$ cat config.mk
export PLATFORM = sky130hd
export DESIGN_NAME = sea_accumulator
export DESIGN_NICKNAME = d
export VERILOG_FILES = /design/src/logic/sea_pkg.sv /design/src/logic/sea_bcd_digit.sv /design/src/logic/sea_accumulator.sv
export VERILOG_INCLUDE_DIRS = /design/src /design/src/logic
export SDC_FILE = /design/constraint.sdc
export NUM_CORES = 1
export LEC_CHECK = 0
export ABC_CLOCK_PERIOD_IN_PS = 6650
export BUFFER_PORTS_ARGS = -buffer_cell sky130_fd_sc_hd__buf_2
export CORE_MARGIN = 1.5
export CORE_UTILIZATION = 50
export DETAILED_ROUTE_END_ITERATION = 10
export HOLD_SLACK_MARGIN = 0.1
export PLACE_DENSITY = 0.79
export SLEW_MARGIN = 15
export SYNTH_ARGS = -nofsm -noshare
export SYNTH_HDL_FRONTEND = slang
export SYNTH_HIERARCHICAL = 1
export SYNTH_SLANG_ARGS = --single-unit
$ cat constraint.sdc
create_clock -name i_core_clk -period 6.65 [get_ports i_core_clk]
set_input_delay 1.33 -clock i_core_clk [delete_from_list [all_inputs] [get_ports i_core_clk]]
set_output_delay 1.33 -clock i_core_clk [all_outputs]
set_load 0.01 [all_outputs]
$ cat src/logic/sea_params.svh
// constants for the saturating event accumulator
`ifndef SEA_PARAMS_SVH
`define SEA_PARAMS_SVH

`define SEA_CLK_PERIOD_NS     50
`define SEA_DEBOUNCE_US       500
`define SEA_DEBOUNCE_CYC      ((`SEA_DEBOUNCE_US * 1000) / `SEA_CLK_PERIOD_NS)
`define SEA_DEBOUNCE_W        17
`define SEA_DIGITS            7
`define SEA_RATE_W            24
`define SEA_GATE_MS           1
`define SEA_GATE_CYC          ((`SEA_GATE_MS * 1000000) / `SEA_CLK_PERIOD_NS)
`define SEA_GATE_W            25
`define SEA_CHAR_PROMPT       8'h2A
`define SEA_CHAR_CR           8'h0D
`define SEA_CHAR_ZERO         8'h30

`endif

$ cat src/logic/sea_pkg.sv
// types for the saturating event accumulator
package sea_pkg;
    typedef logic [3:0] sea_digit_t;
    typedef logic [27:0] sea_bcd_t;
    typedef enum logic [1:0] {
        SEA_CMD_NONE,
        SEA_CMD_READ,
        SEA_CMD_CLEAR,
        SEA_CMD_READ_CLEAR
    } sea_cmd_e;
    typedef enum {
        SEA_TX_IDLE,
        SEA_TX_PROMPT,
        SEA_TX_DIGIT,
        SEA_TX_CR
    } sea_tx_state_e;
endpackage

$ cat src/logic/sea_bcd_digit.sv
// one decimal digit of the event total with carry chain
`timescale 1ns/100ps
`include "sea_params.svh"

module sea_bcd_digit (
    input  wire logic              i_core_clk,
    input  wire logic              i_reset,
    input  wire logic              i_clear,
    input  wire logic              i_inc,
    output logic [3:0]             o_digit,
    output logic                   o_carry
);
    logic [3:0] digit_q;
    logic [3:0] digit_d;
    logic       is_nine;

    assign is_nine = (digit_q == 4'h9);
    // clear with a carry-in restarts at one, and nothing ripples upward
    assign o_carry = i_inc & is_nine & ~i_clear;
    assign o_digit = digit_q;
    assign digit_d = i_clear ? {3'h0, i_inc} : (i_inc ? (is_nine ? 4'h0 : 4'(digit_q + 4'h1)) : digit_q);

    always_ff @(posedge i_core_clk) begin
        if (i_reset) begin
            digit_q <= 4'h0;
        end else begin
            digit_q <= digit_d;
        end
    end
endmodule

$ cat src/logic/sea_accumulator.sv
// saturating decimal event accumulator with debounce, rate and ascii replies
`timescale 1ns/100ps
`include "sea_params.svh"

// Overview of operation
// RL1 - count events from first digital input
// RL2 - debounce switch input before counting
// RL3 - total is seven decimal digits, max 9999999
// RL4 - saturate at maximum, hold until cleared
// RL5 - read returns total without changing it
// RL6 - clear and read-clear zero the total
// RL7 - read-clear reports total then clears
// RL8 - read-clear atomic, no event lost
// RL9 - total cleared at power-up reset
// RL10 - restart and line break keep total
// RL11 - rate read independent of total
// RL12 - every response ends with carriage return
// RL13 - every response starts with asterisk
// RL14 - total sent as seven ascii digits
module sea_accumulator (
    input  wire logic              i_core_clk,
    input  wire logic              i_reset,
    input  wire logic              i_event_count_input,
    input  wire logic              i_cmd_valid,
    input  sea_pkg::sea_cmd_e      i_cmd,
    input  wire logic              i_remote_restart_cmd,
    input  wire logic              i_line_break,
    input  wire logic              i_tx_ready,
    output logic                   o_cmd_ready,
    output logic                   o_tx_valid,
    output logic [7:0]             o_tx_char,
    output logic [`SEA_RATE_W-1:0] o_rate,
    output logic [27:0]            o_total
);
    // ----------------------------------------------------------------
    // debounce
    // ----------------------------------------------------------------
    logic                      in_q;
    logic                      stable_q;
    logic                      stable_d;
    logic [`SEA_DEBOUNCE_W-1:0] db_cnt_q;
    logic [`SEA_DEBOUNCE_W-1:0] db_cnt_d;
    logic                      db_done;
    logic                      event_pulse;

    assign db_done     = (db_cnt_q == `SEA_DEBOUNCE_W'(`SEA_DEBOUNCE_CYC - 1));
    assign stable_d    = (in_q != stable_q && db_done) ? in_q : stable_q;          // [RL2]
    assign db_cnt_d    = (in_q == stable_q || db_done) ? '0 : `SEA_DEBOUNCE_W'(db_cnt_q + 1'b1);
    assign event_pulse = in_q & ~stable_q & db_done;                               // [RL1]

    always_ff @(posedge i_core_clk) begin
        if (i_reset) begin
            in_q     <= 1'b0;
            stable_q <= 1'b0;
            db_cnt_q <= '0;
        end else begin
            in_q     <= i_event_count_input;
            stable_q <= stable_d;
            db_cnt_q <= db_cnt_d;
        end
    end

    // ----------------------------------------------------------------
    // decimal total
    // ----------------------------------------------------------------
    logic [6:0] carry;
    logic [7:0] inc_chain;
    logic [27:0] total;
    logic       at_max;
    logic       take;
    logic       clr;
    logic       rd_clr;

    assign take   = i_cmd_valid & o_cmd_ready;
    assign rd_clr = take & (i_cmd == sea_pkg::SEA_CMD_READ_CLEAR);
    assign clr    = (take & (i_cmd == sea_pkg::SEA_CMD_CLEAR)) | rd_clr;            // [RL6]
    assign at_max = (total == 28'h9999999);                                        // [RL3]
    // event on a read-clear edge goes into the new count; a plain clear drops it
    assign inc_chain[0] = event_pulse & (clr ? rd_clr : ~at_max);                  // [RL4] [RL8]

    genvar g;
    generate
        for (g = 0; g < `SEA_DIGITS; g++) begin : g_dig
            sea_bcd_digit u_dig (
                .i_core_clk (i_core_clk),
                .i_reset    (i_reset),                                             // [RL9]
                .i_clear    (clr),
                .i_inc      (inc_chain[g]),
                .o_digit    (total[4*g +: 4]),
                .o_carry    (carry[g])
            );
            assign inc_chain[g+1] = carry[g];
        end
    endgenerate

    // ----------------------------------------------------------------
    // rate: events per gate period, separate from total
    // ----------------------------------------------------------------
    logic [`SEA_GATE_W-1:0] gate_q;
    logic [`SEA_RATE_W-1:0] rate_cnt_q;
    logic [`SEA_RATE_W-1:0] rate_q;
    logic                   gate_end;

    assign gate_end = (gate_q == `SEA_GATE_W'(`SEA_GATE_CYC - 1));

    always_ff @(posedge i_core_clk) begin
        if (i_reset) begin
            gate_q     <= '0;
            rate_cnt_q <= '0;
            rate_q     <= '0;
        end else begin
            gate_q     <= gate_end ? '0 : `SEA_GATE_W'(gate_q + 1'b1);
            rate_cnt_q <= gate_end ? `SEA_RATE_W'(event_pulse)
                                   : `SEA_RATE_W'(rate_cnt_q + `SEA_RATE_W'(event_pulse)); // [RL11]
            if (gate_end) begin
                rate_q <= rate_cnt_q;
            end
        end
    end

    // ----------------------------------------------------------------
    // reply sequencer
    // ----------------------------------------------------------------
    sea_pkg::sea_tx_state_e state_q;
    sea_pkg::sea_tx_state_e state_d;
    logic [27:0] snap_q;
    logic [2:0]  idx_q;
    logic [2:0]  idx_d;
    logic        with_digits_q;
    logic        tx_valid_d;
    logic [7:0]  tx_char_d;
    logic        step;

    assign step      = o_tx_valid & i_tx_ready;

    always_comb begin
        state_d    = state_q;
        idx_d      = idx_q;
        tx_valid_d = o_tx_valid;
        tx_char_d  = o_tx_char;
        unique case (state_q)
            sea_pkg::SEA_TX_IDLE: begin
                if (take && i_cmd != sea_pkg::SEA_CMD_NONE) begin
                    state_d    = sea_pkg::SEA_TX_PROMPT;
                    tx_valid_d = 1'b1;
                    tx_char_d  = `SEA_CHAR_PROMPT;                                 // [RL13]
                end
            end
            sea_pkg::SEA_TX_PROMPT: begin
                if (step) begin
                    idx_d = 3'h0;
                    if (with_digits_q) begin
                        state_d   = sea_pkg::SEA_TX_DIGIT;
                        tx_char_d = `SEA_CHAR_ZERO | {4'h0, snap_q[27:24]};        // [RL14]
                    end else begin
                        state_d   = sea_pkg::SEA_TX_CR;
                        tx_char_d = `SEA_CHAR_CR;
                    end
                end
            end
            sea_pkg::SEA_TX_DIGIT: begin
                if (step) begin
                    if (idx_q == 3'h6) begin
                        state_d   = sea_pkg::SEA_TX_CR;
                        tx_char_d = `SEA_CHAR_CR;                                  // [RL12]
                    end else begin
                        idx_d     = 3'(idx_q + 3'h1);
                        tx_char_d = `SEA_CHAR_ZERO | {4'h0, snap_q[4*(5 - idx_q) +: 4]};
                    end
                end
            end
            sea_pkg::SEA_TX_CR: begin
                if (step) begin
                    state_d    = sea_pkg::SEA_TX_IDLE;
                    tx_valid_d = 1'b0;
                    tx_char_d  = 8'h00;
                end
            end
        endcase
    end

    // restart and line break deliberately do not touch the total  [RL10]
    always_ff @(posedge i_core_clk) begin
        if (i_reset) begin
            state_q       <= sea_pkg::SEA_TX_IDLE;
            snap_q        <= '0;
            idx_q         <= 3'h0;
            with_digits_q <= 1'b0;
            o_tx_valid    <= 1'b0;
            o_tx_char     <= 8'h00;
            o_cmd_ready   <= 1'b1;
            o_rate        <= '0;
            o_total       <= '0;
        end else begin
            state_q    <= state_d;
            idx_q      <= idx_d;
            o_tx_valid <= tx_valid_d;
            o_tx_char  <= tx_char_d;
            o_cmd_ready <= (state_d == sea_pkg::SEA_TX_IDLE) & ~(take & i_cmd != sea_pkg::SEA_CMD_NONE);
            o_rate     <= rate_q;
            o_total    <= total;
            if (take && i_cmd != sea_pkg::SEA_CMD_NONE) begin
                snap_q        <= total;                                            // [RL5] [RL7]
                with_digits_q <= (i_cmd != sea_pkg::SEA_CMD_CLEAR);
            end
        end
    end
endmodule

==> Yosys cells after proc, flatten, opt, wreduce, memory -nomap -nowiden <==
Cells that the tools add are included.
{ "totals": {"ff_bits": 246, "out_inout_bits": 62, "wordCells": 158} }
{ "classes": {"add_sub_neg": 12, "eq_ne": 24, "shifts": 1, "n_mux": 44, "bitwise_logic": 26, "reduce_logical": 21} }
{ "op_table": {"columns": ["cell", "count"], "rows": [
  ["32-bit two-way mux", 5],
  ["32-bit one-hot mux with 4 select lines", 1],
  ["32-bit by 2-bit equality test with 1-bit output (second input constant)", 2],
  ["32-bit zero test", 2],
  ["28-bit by 33-bit variable part select with 4-bit output", 1],
  ["32-bit by 1-bit equality test with 1-bit output (second input constant)", 1],
  ["8-bit two-way mux", 4],
  ["8-bit one-hot mux with 4 select lines", 1],
  ["4-bit by 1-bit adder with 4-bit output (second input constant)", 7],
  ["28-bit equality test (second input constant)", 1],
  ["4-bit equality test (second input constant)", 7],
  ["4-bit two-way mux", 7],
  ["25-bit by 1-bit adder with 25-bit output (second input constant)", 1],
  ["25-bit by 15-bit equality test with 1-bit output (second input constant)", 1],
  ["24-bit by 1-bit adder with 24-bit output", 1],
  ["1-bit bitwise AND", 21],
  ["2-bit nonzero test", 10],
  ["1-bit two-way mux", 19],
  ["17-bit by 1-bit adder with 17-bit output (second input constant)", 1],
  ["17-bit by 14-bit equality test with 1-bit output (second input constant)", 1],
  ["6-bit two-way mux", 2],
  ["2-bit != test (second input constant)", 6],
  ["3-bit two-way mux", 3],
  ["4-bit AND reduction", 2],
  ["14 further kinds", 21]
]} }

==> Logic depth before layout (Yosys ltp) <==
Gate-level depths: netlist of the first run.
{ "logic_depth": {"word_depth": 19, "depth_mapped": 20} }

==> Modules after synthesis <==
Netlist of the first run, hierarchy kept.
{ "modules_own_cells": {"columns": ["module", "n_inst", "cells_per_inst", "area_per_inst_um2"], "rows": [
  ["sea_accumulator", 1, 935, 8479.4],
  ["sea_bcd_digit", 7, 23, 201.4]
]} }

==> Worst setup path after synthesis of the first run <==
OpenSTA, ideal clock, no wires.
{ "synth_timing": {"kind": "input port to flip-flop", "from": "input i_cmd[1]", "to": "register g_dig[6].u_dig.digit_q[1]", "t_arrival_ns": 5.297, "required_ns": 6.580, "path_slack_ns": 1.283, "stages": 19, "cell_sequence": "nand3_1 inv_1 nor4_1 a311oi_1 and2b_2 and4_1 and2b_2 and4_1 and2b_2 and4_1 and2b_2 and4_1 and2b_2 and4_1 and2b_2 and4_1 nand2_1 a211o_1 a21boi_1"} }
{ "synth_between": {"elab_chain_cells": 17} }
{ "synth_rtl": {"columns": ["item", "line", "source"], "rows": [
  ["start: declaration", "sea_accumulator.sv:25", "input sea_pkg::sea_cmd_e i_cmd,"],
  ["2-bit equality test, on equally long branches", "sea_accumulator.sv:76, sea_accumulator.sv:75", null],
  ["1-bit bitwise AND, on equally long branches", "sea_accumulator.sv:76, sea_accumulator.sv:75", null],
  ["1-bit bitwise OR *", "sea_accumulator.sv:76", "assign clr = (take & (i_cmd == sea_pkg::SEA_CMD_CLEAR)) | rd_clr;"],
  ["via clr", "sea_accumulator.sv:71", "logic clr;"],
  ["1-bit two-way mux *", "sea_accumulator.sv:79", "assign inc_chain[0] = event_pulse & (clr ? rd_clr : ~at_max);"],
  ["1-bit bitwise AND *", "sea_accumulator.sv:79", null],
  ["via inc_chain[0]", "sea_accumulator.sv:67", "logic [7:0] inc_chain;"],
  ["1-bit bitwise AND * (2 in a row)", "sea_bcd_digit.sv:19", "assign o_carry = i_inc & is_nine & ~i_clear;"],
  ["via carry[0]", "sea_accumulator.sv:66", "logic [6:0] carry;"],
  ["(+2 left out)", null, null],
  ["via carry[1]", "sea_accumulator.sv:66", null],
  ["1-bit bitwise AND * (2 in a row)", "sea_bcd_digit.sv:19", null],
  ["via carry[2]", "sea_accumulator.sv:66", null],
  ["1-bit bitwise AND * (2 in a row)", "sea_bcd_digit.sv:19", null],
  ["via carry[3]", "sea_accumulator.sv:66", null],
  ["1-bit bitwise AND * (2 in a row)", "sea_bcd_digit.sv:19", null],
  ["via carry[4]", "sea_accumulator.sv:66", null],
  ["1-bit bitwise AND * (2 in a row)", "sea_bcd_digit.sv:19", null],
  ["via carry[5]", "sea_accumulator.sv:66", null],
  ["end signal: assignment", "sea_bcd_digit.sv:27", "digit_q <= digit_d;"],
  ["end: declaration", "sea_bcd_digit.sv:13", "logic [3:0] digit_q;"]
]} }
The timed path passes the listed nets; every way through them passes the cells marked *.
A chain may end at the register's enable or synchronous reset.

==> Worst setup path in the final report of the first run <==
{ "layout_timing": {"from": "register db_cnt_q[6]", "to": "register g_dig[6].u_dig.digit_q[3]"} }
{ "layout_between": {"elab_chain_cells": 15} }
{ "layout_rtl": {"columns": ["item", "line", "source"], "rows": [
  ["start: declaration", "sea_accumulator.sv:41", "logic [`SEA_DEBOUNCE_W-1:0] db_cnt_q;"],
  ["start signal: assignment", "sea_accumulator.sv:59", "db_cnt_q <= db_cnt_d;"],
  ["17-bit by 14-bit equality test with 1-bit output", "sea_accumulator.sv:46", "assign db_done = (db_cnt_q == `SEA_DEBOUNCE_W'(`SEA_DEBOUNCE_CYC - 1));"],
  ["1-bit bitwise AND", "sea_accumulator.sv:49", "assign event_pulse = in_q & ~stable_q & db_done;"],
  ["1-bit bitwise AND", "sea_accumulator.sv:79", null],
  ["via inc_chain[0]", "sea_accumulator.sv:67", null],
  ["1-bit bitwise AND (2 in a row)", "sea_bcd_digit.sv:19", null],
  ["via carry[0]", "sea_accumulator.sv:66", null],
  ["1-bit bitwise AND (2 in a row)", "sea_bcd_digit.sv:19", null],
  ["via carry[1]", "sea_accumulator.sv:66", null],
  ["1-bit bitwise AND (2 in a row)", "sea_bcd_digit.sv:19", null],
  ["via carry[2]", "sea_accumulator.sv:66", null],
  ["1-bit bitwise AND (2 in a row)", "sea_bcd_digit.sv:19", null],
  ["via carry[3]", "sea_accumulator.sv:66", null],
  ["1-bit bitwise AND (2 in a row)", "sea_bcd_digit.sv:19", null],
  ["via carry[4]", "sea_accumulator.sv:66", null],
  ["1-bit bitwise AND (2 in a row)", "sea_bcd_digit.sv:19", null],
  ["via carry[5]", "sea_accumulator.sv:66", null]
]} }
The timed path passes the listed nets, and every way through them passes these cells.

==> metrics.yaml, run 1 <==
detailed_routing:
  wl_per_cell_um: 14.32
  via_count: 7916
  drt_iter0_markers: 506
  ant_nets: 0
  dr.pass1.iters: 5
  post_drt_via_cell_ratio: 5.586
  remaining_drc_errors: 0
  drt_wl_total_um: 20290
flow_run:
  drv_cap: 0
finish:
  layout-drive-gt1-share_pct: 12.24
  nets: 1151
  nFillCells: 1719
  layout_commonest_cell: "dfxtp_1"
  mostFrequentLayoutCells: "244 x dfxtp_1, 114 x nand2_1, 90 x a21oi_1, 78 x nor2_1, 65 x buf_2"
  n_antenna_cell: 0
  layout.cells.non_filler: 1417
  multiInputGateArea_um2: 4646
  syn_to_final_growth_pct: 12.90
  seq_area_um2: 4885
  fin_area_um2: 11150
placement:
  gp_congestion: 0.8592
  placed_area_um2: 10330
  place_hpwl_um: 13060
  io_buffers: 66
  dp_cells: 1372
synthesis:
  synth_warnings: 6
  synthCells: 1094
  synth_area_per_cell_um2: 9.024
  synth_area_um2: 9872
sta:
  fin_crit_sh_pct: 81.84
  period_needed_ps: 5442
  slew_violations: 0
  finalSetupViolations: 0
  clock_skew_ps: 6.471
  max_freq_mhz: 183.8
  grt_setup_unrepaired: "false"
  max_slew.worst_pin.slew_ps: 1059
  finalSetupTns_ps: 0
  relSlewSlack_pct: 29.19
  hold_viol_final: 0
cts:
  cts.clk_slew.worst_paths_ps: 60
  cts_inserted_buffers: 25
  clock-sinks: 244
  cts_resized: 0
  root_buffer: "clkbuf_16"
  clk_path_buf_depth: 3
  h-tree-depth: 1
  postCtsHoldBufs: 0
  postCtsSetupRepairBufs: 0
  cts_tree: "done"
  clk_latency_ps: 510
worst_setup_path:
  critPathKind: "reg2reg"
  crit_chain: "or4_1 -> nor3_1 -> nand3_1 -> a311oi_1 -> and2b_2 -> and4_1 -> and2b_2 -> and4_1 -> and2b_2 -> and4_1 -> and2b_2 -> and4_1 -> and2b_2 -> and4_1 -> and2b_2 -> and4_1 -> nand3_2 -> mux2_2 -> o22ai_1"
  required_ps: 7080
  crit_path_max_incr_delay_ps: 720
  crit_arrival_ps: 5870
  cp-end-kind: "flop"
  startpoint_type: "flop"
  slowest_stage: "a311oi_1"
  cp_max_fo: 4
power_and_ir_drop:
  power.density_nw_per_um2: 263.1
  power_mw: 2.932
  vdd_drop_max_mv: 0.1429
  leakage_nw: 3.872
global_route:
  grt_pass1_wl_um: 33810
  grt_use_total_pct: 19.70
  antenna_found_initial: 0
  overflow: 0
  grt_pass1_vias: 7204
  grt_max_degree: 106
hold_path:
  worstHoldPathType: "reg2reg"
floorplanning:
  die_area_um2: 20600
  rows: 51
  num_io_pins: 71
  initial_utilization_pct: 50.89
  die_h_um: 143.5
  die_x_um: 143.5
  core_area_um2: 19400
run_status:
  status: "complete, no violations"
-- per-stage QoR --
step           utilization [%]  worst slack, ps  hold slack, ps
5_1_grt                  57.46            895.4           468.0
3_5_place_dp             53.23            998.8           443.2
2_1_floorplan                -             1299           425.4
6_report                 57.46             1208           453.6
3_3_place_gp             53.23             1089           433.8
4_1_cts                  57.46             1251           456.2
-- metal layers --
metal / vias up / part of all wire [%] / GRT usage (%)
met5: - / 0 / 0
met4: 0 / 1.7 / 6.122
met3: 34 / 4.5 / 3.232
met2: 172 / 47 / 32.64
met1: 3768 / 47 / 26.33
li1: 3942 / - / -
-- state kept, by name, indices dropped and copies added (netlist names), 3 cells and up --
name                 flops
rate_cnt_q              24
gate_q                  25
o_rate                  24
db_cnt_q                17
o_tx_char                6
state_q                 32
snap_q                  28
idx_q                    3
g_dig.u_dig/o_digit     28
rate_q                  24
o_total                 28
-- critical path, delay by kind of cell (launching register included) --
| kind | cells | cell delay (ps) |
|---|---|---|
| AND/OR/NAND/NOR | 16 | 3930 |
| AO/OA/AOI/OAI | 2 | 830 |
| flip-flops | 1 | 330 |
| multiplexers | 1 | 280 |
-- area by class of cell --
cell class / instances / area share [%]
clock buffers: 38 / 6.590
clock inverters: 7 / 0.7634
inverters: 25 / 0.8419
multi-input cells: 767 / 41.68
flip-flops and latches: 244 / 43.83
well taps: 265 / 2.975
repair buffers: 71 / 3.323
-- report_power, final --
group          switching (mW)  internal [mW]
Combinational          0.0604         0.0206
Sequential            0.00844           1.47
Clock                   0.539          0.835
-- worst paths after layout --
path / start / endpoint / slack (ps) / depth (start not counted)
worst max register to register: db_cnt_q[6]$_SDFF_PP0_ / g_dig[6].u_dig/o_digit[3]$_SDFFE_PP0P_ / 1210 / 19
worst max-delay path: db_cnt_q[6]$_SDFF_PP0_ / g_dig[6].u_dig/o_digit[3]$_SDFFE_PP0P_ / 1210 / 19
worst min register to register: rate_q[22]$_SDFFE_PP0P_ / o_rate[22]$_SDFF_PP0_ / 450 / 1
worst min-delay path: rate_q[22]$_SDFFE_PP0P_ / o_rate[22]$_SDFF_PP0_ / 450 / 1
Note: power is estimated with default switching activity, not from simulation.
==> run 2: changes to the inputs <==
--- a/config.mk
+++ b/config.mk
@@ -6,7 +6,8 @@
 export SDC_FILE = /design/constraint.sdc
 export NUM_CORES = 1
 export LEC_CHECK = 0
-export ABC_CLOCK_PERIOD_IN_PS = 6650
+export ABC_AREA = 1
+export ABC_CLOCK_PERIOD_IN_PS = 5320
 export BUFFER_PORTS_ARGS = -buffer_cell sky130_fd_sc_hd__buf_2
 export CORE_MARGIN = 1.5
 export CORE_UTILIZATION = 50
==> constraint.sdc (replaced) <==
create_clock -name i_core_clk -period 5.32 [get_ports i_core_clk]
set_input_delay 1.064 -clock i_core_clk [delete_from_list [all_inputs] [get_ports i_core_clk]]
set_output_delay 1.064 -clock i_core_clk [all_outputs]
set_load 0.01 [all_outputs]
==> run 2 against run 1 <==
Compared with the run above:
- synthesized area rose by 2.6%
- sequential power increased by 30%
- clock skew rose by 6.9 ps
- highest routed layer unchanged
- hold slack worse by 22 ps
- critical path depth increased by 8
- critical endpoint unchanged
- global-route usage shrank 0.23 points
- synthesized cell count grew 21%
==> metrics.yaml, run 2 <==
global_route:
  grt_use_total_pct: 19.47  # was 19.70%
  overflow: 0  # unchanged
  grt_pass1_wl_um: 35360  # was 33,810 µm
  grt_max_degree: 77  # was 106
  antenna_found_initial: 0  # unchanged
  grt_pass1_vias: 7525  # was 7,204
cts:
  cts.clk_slew.worst_paths_ps: 60  # about the same
  h-tree-depth: 1  # unchanged
  clk_latency_ps: 510  # about the same
  postCtsHoldBufs: 0  # unchanged
  postCtsSetupRepairBufs: 0  # unchanged
  root_buffer: "clkbuf_16"  # unchanged
  clock-sinks: 244  # unchanged
  cts_inserted_buffers: 25  # unchanged
  cts_resized: 0  # unchanged
  cts_tree: "done"  # unchanged
  clk_path_buf_depth: 3  # unchanged
floorplanning:
  die_x_um: 145.3  # was 143.5 µm
  die_h_um: 145.3  # was 143.5 µm
  core_area_um2: 19650  # was 19,400 µm²
  num_io_pins: 71  # unchanged
  rows: 51  # unchanged
  initial_utilization_pct: 51.53  # was 50.89%
  die_area_um2: 21120  # was 20,600 µm²
sta:
  fin_crit_sh_pct: 90.55  # was 81.84%
  hold_viol_final: 0  # unchanged
  period_needed_ps: 4817  # was 5442 ps
  finalSetupTns_ps: 0  # unchanged
  finalSetupViolations: 0  # unchanged
  slew_violations: 0  # unchanged
  max_slew.worst_pin.slew_ps: 925.1  # was 1059 ps
  hold_ws_ps: 432.0  # was 453.6 ps
  grt_setup_unrepaired: "false"  # unchanged
  max_freq_mhz: 207.6  # was 183.8 MHz
  setup_ws_ps: 502.6  # was 1208 ps
  clock_skew_ps: 13.34  # was 6.471 ps
  relSlewSlack_pct: 38.26  # was 29.19%
detailed_routing:
  ant_nets: 0  # unchanged
  drt_iter0_markers: 547  # was 506
  via_count: 8397  # was 7,916
  dr.pass1.iters: 5  # unchanged
  wl_per_cell_um: 12.53  # was 14.32 µm
  drt_wl_total_um: 20880  # was 20,290 µm
  post_drt_via_cell_ratio: 5.037  # was 5.586
  remaining_drc_errors: 0  # unchanged
power_and_ir_drop:
  power.density_nw_per_um2: 357.6  # was 263.1 nW/µm²
  intPower_mw: 3.092  # was 2.325 mW
  comb_power_share_pct: 10.4  # was 2.8%
  p_clk_share_pct: 43.1  # was 46.9%
  sw_frac_of_total_pct: 25.21  # was 20.72%
  seqPwrFrac_pct: 46.5  # was 50.4%
  leakage_nw: 4.616  # was 3.872 nW
  vdd_drop_max_mv: 0.2381  # was 0.1429 mV
  p_sw_mw: 1.042  # was 607.7 µW
placement:
  dp_cells: 1622  # was 1,372
  io_buffers: 66  # unchanged
  dp_slack_ps: 290.8  # was 998.8 ps
  place_hpwl_um: 14180  # was 13,060 µm
  gp_congestion: 0.8488  # was 0.8592
worst_setup_path:
  crit_path_max_incr_delay_ps: 360  # was 720 ps
  cp-end-kind: "flop"  # unchanged
  required_ps: 5730  # was 7080 ps
  slowest_stage: "dfxtp_1"  # was a311oi_1
  crit_arrival_ps: 5220  # was 5870 ps
  cp_max_fo: 4  # unchanged
  startpoint_type: "flop"  # unchanged
  crit_top_cell: "nand2_2"
  r2r_cells: 27  # was 19
  critPathKind: "reg2reg"  # unchanged
synthesis:
  synth_warnings: 6  # unchanged
  synthCells: 1324  # was 1,094
  synth_area_per_cell_um2: 7.650  # was 9.024 µm²
  synth_area_um2: 10130  # was 9872 µm²
finish:
  nFillCells: 1793  # was 1,719
  nets: 1401  # was 1,151
  layout-drive-gt1-share_pct: 16.12  # was 12.24%
  largest_reg_flops: 32  # unchanged
  seq_area_um2: 4885  # unchanged
  n_antenna_cell: 0  # unchanged
  top_register: "state_q"  # unchanged
  layout_commonest_cell: "dfxtp_1"  # unchanged
  layout.cells.non_filler: 1667  # was 1,417
  fin_util_pct: 58.82  # was 57.46%
  multiInputGateArea_um2: 4348  # was 4646 µm²
  syn_to_final_growth_pct: 14.14  # was 12.90%
  mostFrequentLayoutCells: "244 x dfxtp_1, 197 x nor2_1, 177 x nand2_1, 175 x inv_1, 116 x a21oi_1"  # was 244 x dfxtp_1, 114 x nand2_1, 90 x a21oi_1, 78 x nor2_1, 65 x buf_2
run_status:
  status: "complete, no violations"  # unchanged
hold_path:
  holdPathStages: 2  # was 1
  worstHoldPathType: "reg2reg"  # unchanged
flow_run:
  drv_cap: 0  # unchanged
## run 2: final cells by class
| class | count | area share [%] |
|---|---|---|
| Sequential cell | 244 | 42.25 |
| Clock inverter | 11 | 1.017 |
| Multi-Input combinational cell | 842 | 37.61 |
| Timing Repair Buffer | 76 | 3.528 |
| Tap cell | 265 | 2.868 |
| Clock buffer | 34 | 6.396 |
| Inverter | 195 | 6.331 |
## run 2: worst max-delay path: cells and delay by family (launching register included)
family / cells / cell delay, ps
adders and majority gates: 1 / 170
buffers and inverters: 3 / 340
DFF: 1 / 360
and+or+nand+nor: 23 / 3830
## run 2: worst paths after layout
kind / startpoint / end / slack, ps
max: db_cnt_q[0]$_SDFF_PP0_ / g_dig[6].u_dig/o_digit[3]$_SDFFE_PP0P_ / 500
min: rate_q[6]$_SDFFE_PP0P_ / o_rate[6]$_SDFF_PP0_ / 430
max reg2reg: db_cnt_q[0]$_SDFF_PP0_ / g_dig[6].u_dig/o_digit[3]$_SDFFE_PP0P_ / 500
min reg2reg: rate_q[6]$_SDFFE_PP0P_ / o_rate[6]$_SDFF_PP0_ / 430
## run 2: power by group through the flow
stage | sequential, mW | clock (mW) | combinational [mW]
2_1_floorplan | 1.96 | 0 | 0.330
3_3_place_gp | 1.96 | 0 | 0.413
3_5_place_dp | 1.96 | 0 | 0.423
4_1_cts | 1.92 | 1.81 | 0.426
5_1_grt | 1.93 | 1.89 | 0.486
6_report | 1.92 | 1.78 | 0.429
## run 2: per-layer routing
| metal | GRT usage, % | part of all wire [%] |
|---|---|---|
| met1 | 28.57 | 51 |
| met2 | 29.71 | 43 |
| met3 | 2.736 | 4.2 |
| met4 | 5.663 | 1.7 |
| met5 | 0 | 0 |
## run 2: metrics by stage
| stage | power [mW] | area, µm² |
|---|---|---|
| after detailed placement | 2.386 | 10700 |
| after global placement | 2.376 | 10700 |
| after global routing | 4.307 | 11560 |
| final | 4.135 | 11560 |
| after floorplan | 2.292 | 10160 |
| after CTS | 4.159 | 11560 |
==> run 3: changes to the inputs <==
--- a/config.mk
+++ b/config.mk
@@ -7,13 +7,15 @@
 export NUM_CORES = 1
 export LEC_CHECK = 0
 export ABC_AREA = 1
-export ABC_CLOCK_PERIOD_IN_PS = 5320
+export ABC_CLOCK_PERIOD_IN_PS = 4600
 export BUFFER_PORTS_ARGS = -buffer_cell sky130_fd_sc_hd__buf_2
+export CELL_PAD_IN_SITES_DETAIL_PLACEMENT = 0
+export CELL_PAD_IN_SITES_GLOBAL_PLACEMENT = 1
 export CORE_MARGIN = 1.5
-export CORE_UTILIZATION = 50
+export CORE_UTILIZATION = 44
 export DETAILED_ROUTE_END_ITERATION = 10
 export HOLD_SLACK_MARGIN = 0.1
-export PLACE_DENSITY = 0.79
+export PLACE_DENSITY = 0.89
 export SLEW_MARGIN = 15
 export SYNTH_ARGS = -nofsm -noshare
 export SYNTH_HDL_FRONTEND = slang
==> constraint.sdc (replaced) <==
create_clock -name i_core_clk -period 4.6 [get_ports i_core_clk]
set_input_delay 0.92 -clock i_core_clk [delete_from_list [all_inputs] [get_ports i_core_clk]]
set_output_delay 0.92 -clock i_core_clk [all_outputs]
set_load 0.01 [all_outputs]
==> run 3 against run 2 <==
Compared with the run above:
- die area rose by 13%
- register-to-register slack got worse by 90 ps
- clock-buffer cell count grew 1
- critical path depth is 1 lower
- final cell count rose by 1.1%
- via count decreased by 1.5%
- flip-flop and latch count stayed put
- routed wire length rose by 0.41%
==> metrics.yaml, run 3 (synthesized netlist as in run 2, its figures left out) <==
worst_setup_path:
  critPathBufInv: 2  # was 3
  timing.rr.start: "db_cnt_q[0]$_SDFF_PP0_"  # unchanged
  crit_path_max_incr_delay_ps: 350  # was 360 ps
  timing.rr.end: "g_dig[6].u_dig/o_digit[3]$_SDFFE_PP0P_"  # unchanged
  r2r_cells: 26  # was 27
  crit_top_cell: "nand2_2"  # unchanged
  startpoint_type: "flop"  # unchanged
  required_ps: 5010  # was 5730 ps
  worstSetupPathDepth: 26  # was 27
  cp-end-kind: "flop"  # unchanged
  critPathLaunch: "db_cnt_q[0]$_SDFF_PP0_"  # unchanged
  crit_arrival_ps: 4600  # was 5220 ps
  crit_end: "g_dig[6].u_dig/o_digit[3]$_SDFFE_PP0P_"  # unchanged
  critPathKind: "reg2reg"  # unchanged
  cp_max_fo: 4  # unchanged
  rrSetupSlack_ps: 420  # was 500 ps
  slowest_stage: "dfxtp_1"  # unchanged
  path_delay_family: "simple AND/OR/NAND/NOR gates"  # unchanged
placement:
  gp_congestion: 0.8372  # was 0.8488
  io_buffers: 66  # unchanged
  place_hpwl_um: 14210  # was 14,180 µm
  placed_area_um2: 10760  # was 10,700 µm²
  dp_slack_ps: -48.40  # was 290.8 ps
  dp_cells: 1640  # was 1,622
global_route:
  grt_pass1_wl_um: 36080  # was 35,360 µm
  grt_pass1_vias: 7758  # was 7,525
  antenna_found_initial: 0  # unchanged
  grt_max_degree: 76  # was 77
  overflow: 0  # unchanged
  grt_use_total_pct: 17.81  # was 19.47%
floorplanning:
  die_h_um: 154.7  # was 145.3 µm
  die_area_um2: 23940  # was 21,120 µm²
  core_area_um2: 22640  # was 19,650 µm²
  die_x_um: 154.7  # was 145.3 µm
  rows: 55  # was 51
  initial_utilization_pct: 44.74  # was 51.53%
  num_io_pins: 71  # unchanged
cts:
  root_buffer: "clkbuf_16"  # unchanged
  clk_latency_ps: 520  # was 510 ps
  postCtsHoldBufs: 0  # unchanged
  h-tree-depth: 1  # unchanged
  clock-sinks: 244  # unchanged
  cts_tree: "done"  # unchanged
  cts.clk_slew.worst_paths_ps: 60  # about the same
  clk_path_buf_depth: 3  # unchanged
  cts_inserted_buffers: 27  # was 25
sta:
  relSlewSlack_pct: 38.75  # was 38.26%
  grt_setup_unrepaired: "false"  # unchanged
  fin_crit_sh_pct: 90.97  # was 90.55%
  max_freq_mhz: 239.0  # was 207.6 MHz
  slew_violations: 0  # unchanged
  hold_viol_final: 0  # unchanged
  setup_ws_ps: 415.2  # was 502.6 ps
  finalSetupViolations: 0  # unchanged
  clock_skew_ps: 13.86  # was 13.34 ps
  finalSetupTns_ps: 0  # unchanged
  max_slew.worst_pin.slew_ps: 917.7  # was 925.1 ps
  period_needed_ps: 4185  # was 4817 ps
finish:
  layout-drive-gt1-share_pct: 15.92  # was 16.12%
  layout_commonest_cell: "dfxtp_1"  # unchanged
  largest_reg_flops: 32  # unchanged
  n_antenna_cell: 0  # unchanged
  layout.cells.non_filler: 1686  # was 1,667
  fin_area_um2: 11620  # was 11,560 µm²
  nets: 1408  # was 1,401
  syn_to_final_growth_pct: 14.70  # was 14.14%
  mostFrequentLayoutCells: "244 x dfxtp_1, 196 x nor2_1, 177 x nand2_1, 175 x inv_1, 116 x a21oi_1"  # was 244 x dfxtp_1, 197 x nor2_1, 177 x nand2_1, 175 x inv_1, 116 x a21oi_1
  top_register: "state_q"  # unchanged
detailed_routing:
  via_count: 8270  # was 8,397
  dr.pass1.iters: 5  # unchanged
  drt_wl_total_um: 20970  # was 20,880 µm
  wl_per_cell_um: 12.44  # was 12.53 µm
  drt_iter0_markers: 450  # was 547
  post_drt_via_cell_ratio: 4.905  # was 5.037
  remaining_drc_errors: 0  # unchanged
  ant_nets: 0  # unchanged
flow_run:
  drv_cap: 0  # unchanged
power_and_ir_drop:
  vdd_drop_max_mv: 0.2551  # was 0.2381 mV
  power_mw: 4.702  # was 4.135 mW
  power.density_nw_per_um2: 404.7  # was 357.6 nW/µm²
  leakage_nw: 4.618  # was 4.616 nW
hold_path:
  worstHoldPathType: "reg2reg"  # unchanged
run_status:
  status: "complete, no violations"  # unchanged
-- run 3: how the worst min path moves through the flow --
stage                                 start                     to  slack (ps)  cells after the start
floorplan            rate_q[0]$_SDFFE_PP0P_   o_rate[0]$_SDFF_PP0_         410                      2
global placement     rate_q[1]$_SDFFE_PP0P_   o_rate[1]$_SDFF_PP0_         420                      2
detailed placement   rate_q[2]$_SDFFE_PP0P_   o_rate[2]$_SDFF_PP0_         420                      2
CTS                 rate_q[23]$_SDFFE_PP0P_  o_rate[23]$_SDFF_PP0_         430                      2
global route         rate_q[2]$_SDFFE_PP0P_   o_rate[2]$_SDFF_PP0_         450                      2
finish               rate_q[2]$_SDFFE_PP0P_   o_rate[2]$_SDFF_PP0_         430                      2
-- run 3: what timing repair did --
| action | in CTS | in global routing |
|---|---|---|
| resized for setup | 0 | 3 |
| endpoints found under the setup margin | 0 | 4 |
| setup buffers | 0 | 7 |
-- run 3: routing by layer --
metal / vias up / track usage (%) / part of all wire [%]
met3: 15 / 2.802 / 3.9
met2: 108 / 28.38 / 43
met4: 0 / 3.892 / 0.96
met1: 3780 / 25.43 / 52
li1: 4367 / - / -
met5: - / 0 / 0
-- run 3: area by class of cell --
class / count / area [µm²]
Clock buffer: 35 / 715.7
Clock inverter: 4 / 73.82
Fill cell: 2155 / 11020
Inverter: 195 / 732.0
Multi-Input combinational cell: 842 / 4409
Sequential cell: 244 / 4885
Tap cell: 285 / 356.6
Timing Repair Buffer: 81 / 445.4
-- run 3: tightest hold or removal path: cells and delay by family, from the launching register on --
| family | cells | cell delay [ps] |
|---|---|---|
| buffers and inverters | 1 | 60 |
| DFF | 1 | 290 |
| and+or+nand+nor | 1 | 40 |
-- run 3: power by group --
| group | switching [mW] | leakage, nW | internal [mW] | total, mW |
|---|---|---|---|---|
| combinational | 0.346 | 2.26 | 0.153 | 0.499 |
| sequential | 0.0414 | 1.97 | 2.19 | 2.23 |
| clock | 0.789 | 0.385 | 1.19 | 1.98 |
-- run 3: through the flow --
stage	util, %	hold slack (ps)
2_1_floorplan	-	410.1
3_3_place_gp	47.54	422.5
3_5_place_dp	47.54	425.0
4_1_cts	51.03	433.3
5_1_grt	51.31	453.2
6_report	51.31	428.2
